### src/hdl/rcr_pkg.sv
package rcr_pkg;
    // register addresses
    localparam logic [7:0] RUN_ADDR      = 8'h02;
    localparam logic [7:0] LEVEL_ADDR    = 8'h03;
    localparam logic [7:0] SWCFG_ADDR    = 8'h05;
    // reset values
    localparam logic [7:0] RUN_RST       = 8'h08;
    localparam logic [7:0] LEVEL_RST     = 8'h5C;
    localparam logic [7:0] SWCFG_RST     = 8'h45;
    // writable bits of the run register
    localparam logic [7:0] RUN_WMASK     = 8'h0D;
    // peripheral address on the serial bus
    localparam logic [6:0] PERIPH_ADDR   = 7'h6A;
    // output level encoding: millivolts
    localparam logic [7:0] LEVEL_MAX     = 8'hB4;
    localparam int         BASE_MV       = 1000;
    localparam int         STEP_MV       = 25;
    localparam logic [12:0] SAT_MV       = 13'h157C;
    // field positions in the switching config register
    localparam int FFS_BIT   = 7;
    localparam int FSU_BIT   = 6;
    localparam int BLEED_LO  = 4;
    localparam int FLOOR_BIT = 3;
    localparam int SSD_LO    = 0;
    // field positions in the run register
    localparam int QVS_BIT   = 3;
    localparam int HIC_BIT   = 2;
    localparam int RUN_BIT   = 0;

    typedef enum logic [2:0] {
        RCR_IDLE  = 3'b000,
        RCR_ADDR  = 3'b001,
        RCR_AACK  = 3'b011,
        RCR_REG   = 3'b010,
        RCR_RACK  = 3'b110,
        RCR_DATA  = 3'b111,
        RCR_DACK  = 3'b101,
        RCR_RD    = 3'b100
    } rcr_state_t;

    // decoded control outputs
    typedef struct packed {
        logic       converter_run;
        logic       quick_voltage_step_enable;
        logic       hiccup_protect_enable;
        logic       forced_fixed_freq_switching;
        logic       fast_startup_enable;
        logic [1:0] output_bleed_strength;
        logic       startup_current_floor;
        logic [2:0] softstart_duration_sel;
    } rcr_ctrl_t;
endpackage : rcr_pkg

### src/hdl/rcr_regs.sv
`timescale 1ns/1ps
// Behaviour
// - run register bits 7:4,1 read zero
// - bit3 quick step enable, resets one
// - bit2 hiccup protect enable, resets zero
// - bit0 run, ANDed with enable pin
// - level register eight bits, resets 5C
// - codes to B4: 1000 mV plus 25 mV steps
// - codes above B4 saturate 5500 mV
// - config bit7 forced fixed frequency
// - config bit6 fast startup, resets one
// - config bits5:4 bleed strength select
// - config bit3 startup current floor
// - config bits2:0 softstart duration
// - config at 05 reset 45, level 03
// - run register at 02 reset 08
// - write applied one cycle after falling ack edge
// - undefined addresses read zero
// - answer only seven-bit address 6A
module rcr_regs (
    input  wire logic              ref_clk,
    input  wire logic              reset,
    input  wire logic              scl_in,
    input  wire logic              sda_in,
    output logic                   sda_out,
    output logic                   sda_oe,
    input  wire logic              enable_pin,
    output logic                   converter_active,
    output rcr_pkg::rcr_ctrl_t     ctrl,
    output logic [12:0]            target_mv
);
    import rcr_pkg::*;

    logic [1:0]  scl_sync_r, sda_sync_r, en_sync_r;
    logic        scl_r, sda_r;
    rcr_state_t  state_r;
    logic [3:0]  bit_cnt_r;
    logic [7:0]  shift_r, reg_addr_r, tx_r;
    logic        rd_r, sda_oe_r;
    logic [7:0]  run_r, level_r, swcfg_r;
    logic        pend_r;
    logic [7:0]  pend_data_r;

    // synchronisers; second stage feeds logic
    always_ff @(posedge ref_clk or posedge reset) begin
        if (reset) begin
            scl_sync_r <= 2'h3;
            sda_sync_r <= 2'h3;
            en_sync_r  <= 2'h0;
            scl_r      <= 1'b1;
            sda_r      <= 1'b1;
        end else begin
            scl_sync_r <= {scl_sync_r[0], scl_in};
            sda_sync_r <= {sda_sync_r[0], sda_in};
            en_sync_r  <= {en_sync_r[0], enable_pin};
            scl_r      <= scl_sync_r[1];
            sda_r      <= sda_sync_r[1];
        end
    end

    // bus events
    wire scl_s    = scl_sync_r[1];
    wire sda_s    = sda_sync_r[1];
    wire scl_rise = scl_s & ~scl_r;
    wire scl_fall = ~scl_s & scl_r;
    wire start_c  = scl_s & scl_r & sda_r & ~sda_s;
    wire stop_c   = scl_s & scl_r & ~sda_r & sda_s;
    wire [7:0] shift_nxt = {shift_r[6:0], sda_s};
    wire byte_end = scl_fall & (bit_cnt_r == 4'h8);
    wire addr_hit = (shift_r[7:1] == PERIPH_ADDR);

    // read data selection, unmapped reads zero
    wire [7:0] rd_data =
        (reg_addr_r == RUN_ADDR)   ? (run_r & RUN_WMASK) :
        (reg_addr_r == LEVEL_ADDR) ? level_r :
        (reg_addr_r == SWCFG_ADDR) ? swcfg_r : 8'h00;

    // serial peripheral state machine
    always_ff @(posedge ref_clk or posedge reset) begin
        if (reset) begin
            state_r     <= RCR_IDLE;
            bit_cnt_r   <= 4'h0;
            shift_r     <= 8'h00;
            reg_addr_r  <= 8'h00;
            tx_r        <= 8'h00;
            rd_r        <= 1'b0;
            sda_oe_r    <= 1'b0;
            pend_r      <= 1'b0;
            pend_data_r <= 8'h00;
        end else if (start_c) begin
            state_r   <= RCR_ADDR;
            bit_cnt_r <= 4'h0;
            sda_oe_r  <= 1'b0;
        end else if (stop_c) begin
            state_r  <= RCR_IDLE;
            sda_oe_r <= 1'b0;
        end else begin
            pend_r <= 1'b0;
            if (scl_rise && bit_cnt_r < 4'h8) begin
                shift_r   <= shift_nxt;
            end
            if (scl_rise) begin
                bit_cnt_r <= bit_cnt_r + 4'h1;
            end
            case (state_r)
                RCR_ADDR: begin
                    if (byte_end) begin
                        if (addr_hit) begin
                            state_r  <= RCR_AACK;
                            rd_r     <= shift_r[0];
                            sda_oe_r <= 1'b1;
                            tx_r     <= rd_data;
                        end else begin
                            state_r <= RCR_IDLE;
                        end
                    end
                end
                RCR_AACK, RCR_RACK, RCR_DACK: begin
                    if (scl_fall) begin
                        bit_cnt_r <= 4'h0;
                        sda_oe_r  <= 1'b0;
                        if (state_r == RCR_DACK) begin
                            pend_r <= 1'b1;
                            reg_addr_r <= reg_addr_r + 8'h01;
                        end
                        if (state_r == RCR_AACK && rd_r) begin
                            state_r  <= RCR_RD;
                            sda_oe_r <= ~tx_r[7];
                        end else if (state_r == RCR_AACK) begin
                            state_r <= RCR_REG;
                        end else begin
                            state_r <= RCR_DATA;
                        end
                    end
                end
                RCR_REG: begin
                    if (byte_end) begin
                        reg_addr_r <= shift_r;
                        state_r    <= RCR_RACK;
                        sda_oe_r   <= 1'b1;
                    end
                end
                RCR_DATA: begin
                    if (byte_end) begin
                        pend_data_r <= shift_r;
                        state_r     <= RCR_DACK;
                        sda_oe_r    <= 1'b1;
                    end
                end
                RCR_RD: begin
                    if (scl_fall) begin
                        if (bit_cnt_r < 4'h8) begin
                            // bits 6..0 follow the falls after bits 7..1
                            tx_r     <= {tx_r[6:0], 1'b0};
                            sda_oe_r <= ~tx_r[6];
                        end else if (bit_cnt_r == 4'h8) begin
                            // free the line for the controller's ack
                            sda_oe_r   <= 1'b0;
                            reg_addr_r <= reg_addr_r + 8'h01;
                        end else if (sda_r) begin
                            state_r <= RCR_IDLE; // controller nack
                        end else begin
                            bit_cnt_r <= 4'h0;
                            tx_r      <= rd_data;
                            sda_oe_r  <= ~rd_data[7];
                        end
                    end
                end
                default: begin
                    state_r <= RCR_IDLE;
                end
            endcase
        end
    end

    // next-byte prefetch after ack in read mode
    // (rd_data uses the address advanced after the eighth bit)

    // register write, applied one cycle after ack falling edge
    wire wr_run   = pend_r & (reg_addr_r == RUN_ADDR + 8'h01);
    wire wr_level = pend_r & (reg_addr_r == LEVEL_ADDR + 8'h01);
    wire wr_swcfg = pend_r & (reg_addr_r == SWCFG_ADDR + 8'h01);

    // register file, set to its reset values by power-on reset
    always_ff @(posedge ref_clk or posedge reset) begin
        if (reset) begin
            run_r   <= RUN_RST;
            level_r <= LEVEL_RST;
            swcfg_r <= SWCFG_RST;
        end else begin
            if (wr_run) begin
                run_r <= pend_data_r & RUN_WMASK;
            end
            if (wr_level) begin
                level_r <= pend_data_r;
            end
            if (wr_swcfg) begin
                swcfg_r <= pend_data_r;
            end
        end
    end

    // output level to millivolts
    wire [12:0] lin_mv = 13'(BASE_MV) + 13'(level_r) * 13'(STEP_MV);
    wire [12:0] mv_nxt = (level_r > LEVEL_MAX) ? SAT_MV : lin_mv;

    // registered outputs
    always_ff @(posedge ref_clk or posedge reset) begin
        if (reset) begin
            ctrl             <= '0;
            converter_active <= 1'b0;
            target_mv        <= 13'd0;
        end else begin
            ctrl.converter_run <= run_r[RUN_BIT];
            converter_active   <= run_r[RUN_BIT] & en_sync_r[1];
            ctrl.quick_voltage_step_enable <= run_r[QVS_BIT];
            ctrl.hiccup_protect_enable     <= run_r[HIC_BIT];
            ctrl.forced_fixed_freq_switching <= swcfg_r[FFS_BIT];
            ctrl.fast_startup_enable   <= swcfg_r[FSU_BIT];
            ctrl.output_bleed_strength <= swcfg_r[BLEED_LO +: 2];
            ctrl.startup_current_floor <= swcfg_r[FLOOR_BIT];
            ctrl.softstart_duration_sel <= swcfg_r[SSD_LO +: 3];
            target_mv <= mv_nxt;
        end
    end

    assign sda_out = 1'b0;
    assign sda_oe  = sda_oe_r;
endmodule : rcr_regs

### config.mk
export PLATFORM = sky130hd
export DESIGN_NAME = rcr_regs
export DESIGN_NICKNAME = d
export VERILOG_FILES = /design/src/hdl/rcr_pkg.sv /design/src/hdl/rcr_regs.sv
export SDC_FILE = /design/constraint.sdc
export NUM_CORES = 1
export LEC_CHECK = 0
export ABC_AREA = 1
export ABC_CLOCK_PERIOD_IN_PS = 3200
export BUFFER_PORTS_ARGS = -buffer_cell sky130_fd_sc_hd__buf_2
export CORE_MARGIN = 2
export CORE_UTILIZATION = 44
export CTS_BUF_LIST = sky130_fd_sc_hd__clkbuf_2 sky130_fd_sc_hd__clkbuf_4 sky130_fd_sc_hd__clkbuf_8
export CTS_CLUSTER_DIAMETER = 60
export CTS_CLUSTER_SIZE = 16
export DETAILED_ROUTE_END_ITERATION = 8
export GPL_ROUTABILITY_DRIVEN = 0
export HOLD_SLACK_MARGIN = 0.15
export SLEW_MARGIN = 20
export SYNTH_ARGS = -nofsm -noshare
export SYNTH_HDL_FRONTEND = slang
export SYNTH_SLANG_ARGS = --single-unit
### constraint.sdc
create_clock -name ref_clk -period 3.2 [get_ports ref_clk]
set_input_delay 0.32 -clock ref_clk [delete_from_list [all_inputs] [get_ports ref_clk]]
set_output_delay 0.32 -clock ref_clk [all_outputs]
set_load 0.01 [all_outputs]
==> results by stage <==
Run status:
- The flow ran to the end, and the final reports show no timing, DRC or antenna violations.

Cells and area:
- Once layout is done, the placed cells without fillers occupy 5610 um^2.
- The number of fill cells is 1095.
- In the final layout, the share of cells above drive strength 1 is 0.180.
- The post-layout instance count excluding filler cells is 783.
- The number of nets in the layout is 681.
- At the end of the flow the core is filled with cells to 0.496.
- The count of inserted antenna diode cells is 0.
- The area added between synthesis and finish is 11.0%.

Timing:
- Counting I/O delays and the setup requirement, the final critical path takes 3.01 ns.
- Setup repair after global routing left no endpoint under its margin.
- The share of the clock period used by the worst path is 0.942.
- The pin slew with the least headroom to its limit is 0.633 ns.
- The hold violation total from the final report is 0.
- The clock skew after layout is 0.0130 ns.
- The maximum clock frequency is 0.332 GHz.
- Measured against its own limit, the worst slew margin works out to 0.577.
- Setup violations remaining at the end of the flow were counted as 0.
- In the final timing run, aggregate negative setup slack is 0 ns.
- The number of pins exceeding their max-slew limit in the final report is 0.

Job:
- The tool flagged a number of max-cap violations equal to 0.

Critical path:
- Among cell families on the critical path, the largest total delay comes from adder cells.
- The largest fanout on the critical path is 4.
- The critical path goes through inv_1, ha_1, inv_1, fa_1, ha_1, ha_1, inv_1, fa_2, nand3b_1, nand2_1, nand2_1, nand2_1, a21oi_1, nand2_1, nand2_1, nor2_1.
- The critical path class is reg -> reg.
- Among all stages on the critical path, the largest delay is contributed by sky130_fd_sc_hd__dfstp_2.
- The element type at the critical path start is a flop.
- The delay contributed by the slowest stage of the critical path is 0.55 ns.
- The critical path endpoint category is a flop.
- The required arrival time at the worst endpoint is 3.52 ns.
- Counting stages on the worst path, the most repeated cell is sky130_fd_sc_hd__nand2_1.
- For the worst setup path, the data arrival time is 3.34 ns.
- The number of buffers and inverters on the critical path is 3.

Floorplanning:
- The area of the core is 11300 um^2.
- The site row count is 39.
- In this run the vertical extent of the chip is 111 um.
- Pin placement for this block handled 32 I/O pins.
- The overall die width is 111 um.
- The initial utilization of the core area, before any placement, comes to 0.447.
- The die covers 12400 um^2.

Pwr:
- VDD sags by at most 0.337 mV.
- The switching component of the power is 717 uW.
- The share of total power dissipated in the clock network is 0.355.
- The share of total power dissipated in sequential elements is 0.549.
- Total power for the finished layout comes to 2.44 mW.
- The design internal power is 1.72 mW.
- The power per cell area is 435 nW/um^2.
- Of the total power, combinational logic draws 0.096.
- Of the total power, the share spent switching nets is 0.294.
- The analysis attributes to cell leakage a power of 2.84 nW.

Route:
- The DRC marker count from the first detailed-route iteration is 179.
- After detailed routing, the number of remaining DRC violations is 0.
- The via-per-instance ratio is 5.01.
- The routed length per placed instance is 13.2 um.
- The final antenna-violating net count is 0.
- The total detailed-routing wirelength is 10300 um.
- The first detailed-routing pass took 4 iterations.
- The final route contains 3924 vias.

CTS:
- The buffer levels on the longest clock path is 2.
- The post-CTS repair timing setup buffer count is 0.
- The number of clock sinks is 94.
- The clock network latency to the later pin of the worst-skew pair is 0.39 ns.
- The number of levels in the clock H-tree is 3.
- TritonCTS created 9 clock buffers.
- The buffer cell driving the clock tree root is sky130_fd_sc_hd__clkbuf_8.
- After clock tree synthesis, the clock-pin slew on the worst setup and hold paths is 0.11 ns.
- TritonCTS built the clock tree.

Synth:
- The library cell with the largest summed area after synthesis is sky130_fd_sc_hd__dfrtp_1.
- In the synthesized netlist the async set-or-reset flop fraction comes to 1.00.
- After synthesis the cells add up to 5060 um^2.
- During synthesis, Yosys emitted a total of 0 warnings.
- Dividing the synthesized area by the synthesized cell count gives 8.49 um^2.
- After technology mapping, the gate count stands at 596.
- sky130_fd_sc_hd__nand2_1 is the most common cell in the netlist.
- The number of enable-type register cells in the synthesized netlist is 0.
- The commonest register cell after synthesis is sky130_fd_sc_hd__dfrtp_1.
- The share of synthesized area in the top cell type comes to 0.396.
- The number of distinct library cells after synthesis is 38.
- For this run, the register share of the synthesized area comes to 0.468.
- Yosys attributes the largest share of cell area to sky130_fd_sc_hd__dfrtp_1, sky130_fd_sc_hd__nand2_1, sky130_fd_sc_hd__ha_1.
- Ranked by instance count, the synthesized netlist is headed by sky130_fd_sc_hd__nand2_1, sky130_fd_sc_hd__dfrtp_1, sky130_fd_sc_hd__inv_1.
- The post-synthesis register bit count is 94.
- The post-synthesis net count is 642.

Global route:
- The initial antenna violation count came to 0.
- After global routing the overflow that remains totals 0.
- In the global route stage, overall resource usage came out at 0.181.
- The number of global-route vias before repair is 3852.
- Entering global routing, the biggest net connects 53 pins.
- The first global-routing pass estimated 18200 um of wire.

Placed design:
- The post-DP HPWL is 7720 um.
- The placement-stage cell area is 5360 um^2.
- Buffers placed on the I/O ports in this run total 30.
- The number of placed instances, taps included, is 763.

Worst hold path:
- The type of the worst min-delay path is reg -> reg.
==> repair_timing <==
item,4_1_cts,5_1_grt
resized for setup,0,1
hold endpoints to repair,45,0
setup endpoints to repair,0,1
hold buffers,4,0
==> worst reg2reg max path, delay by kind of cell, from the launching register on <==
family,cells,cell delay [ns]
compound gates,1,0.07
simple gates,7,0.59
buf+inv,3,0.19
fa+ha+maj,5,1.55
flops,1,0.55
==> flip-flops by register name, summed over array words and instances (netlist names), 4 cells and up <==
name,count
shift_r,8
pend_data_r,8
level_r,8
target_mv,13
reg_addr_r,8
swcfg_r,8
ctrl,11
tx_r,8
bit_cnt_r,4
==> placed cells by master, fill, tap and decap left out, types with 4 or more instances in the layout <==
master                          synthesis  layout
sky130_fd_sc_hd__nand3_1               31      31
sky130_fd_sc_hd__nand4_1                4       4
sky130_fd_sc_hd__nand2_2                6       6
sky130_fd_sc_hd__xor2_1                 6       6
sky130_fd_sc_hd__nand2_1              137     137
sky130_fd_sc_hd__o21ai_1               18      18
sky130_fd_sc_hd__o21ai_0               45      45
sky130_fd_sc_hd__dfrtp_1               80      80
sky130_fd_sc_hd__inv_2                 18      18
sky130_fd_sc_hd__buf_2                  1      30
sky130_fd_sc_hd__a21oi_1               17      17
sky130_fd_sc_hd__nor2_1                54      54
sky130_fd_sc_hd__o21ai_2                7       7
sky130_fd_sc_hd__clkbuf_8               0       9
sky130_fd_sc_hd__nor3_1                 6       6
sky130_fd_sc_hd__ha_1                  37      37
sky130_fd_sc_hd__inv_1                 69      68
sky130_fd_sc_hd__dlygate4sd3_1          0       4
sky130_fd_sc_hd__dfstp_2               14      14
==> cell families after synthesis <==
kind of cell / synth area share
buffers and inverters: 0.0757
AOI/OAI and AO/OA: 0.104
and+or+nand+nor: 0.228
DFF: 0.468
other: 0.000741
adders and majority gates: 0.107
xor gates and xnor gates: 0.0156
==> metrics by stage <==
stage,setup WS [ns],hold slack [ns]
2_1_floorplan,0.358,0.324
3_3_place_gp,0.251,0.336
3_5_place_dp,0.146,0.345
4_1_cts,0.109,0.366
5_1_grt,0.0220,0.369
6_report,0.186,0.364
==> layer usage <==
metal	track usage	wire length [um]	up-vias	share of wire
met4	0.0724	243	0	0.024
li1	-	-	1982	-
met5	0	0	-	0
met1	0.240	4830	1847	0.47
met2	0.295	4860	77	0.47
met3	0.0317	375	18	0.036
==> area by class of cell <==
cell class,count,area [um^2],share of cell area
multi-input cells,405,2310,0.411
inverters,88,335,0.0597
well taps,143,179,0.0319
flip-flops and latches,94,2370,0.422
clock buffers,10,131,0.0234
clock inverters,6,77.6,0.0138
repair buffers,37,213,0.0379
==> worst paths after layout <==
check                      slack, ns            end  depth (start not counted)          start
min in group asynchronous       0.55        ctrl[7]                          3          reset
max reg2reg                     0.19  target_mv[11]                         16     level_r[2]
min                             0.36  sda_sync_r[1]                          0  sda_sync_r[0]
max in group asynchronous       1.86          scl_r                          4          reset
max                             0.19  target_mv[11]                         16     level_r[2]
min reg2reg                     0.36  sda_sync_r[1]                          0  sda_sync_r[0]
==> power by group through the flow <==
stage	sequential [mW]	combinational, mW	clock (mW)
after CTS	1.34	0.238	0.883
after detailed placement	1.36	0.234	0
after floorplan	1.34	0.171	0
final	1.34	0.234	0.866
after global routing	1.35	0.270	0.934
after global placement	1.36	0.225	0
No activity file was read; power rests on OpenSTA's default activity.
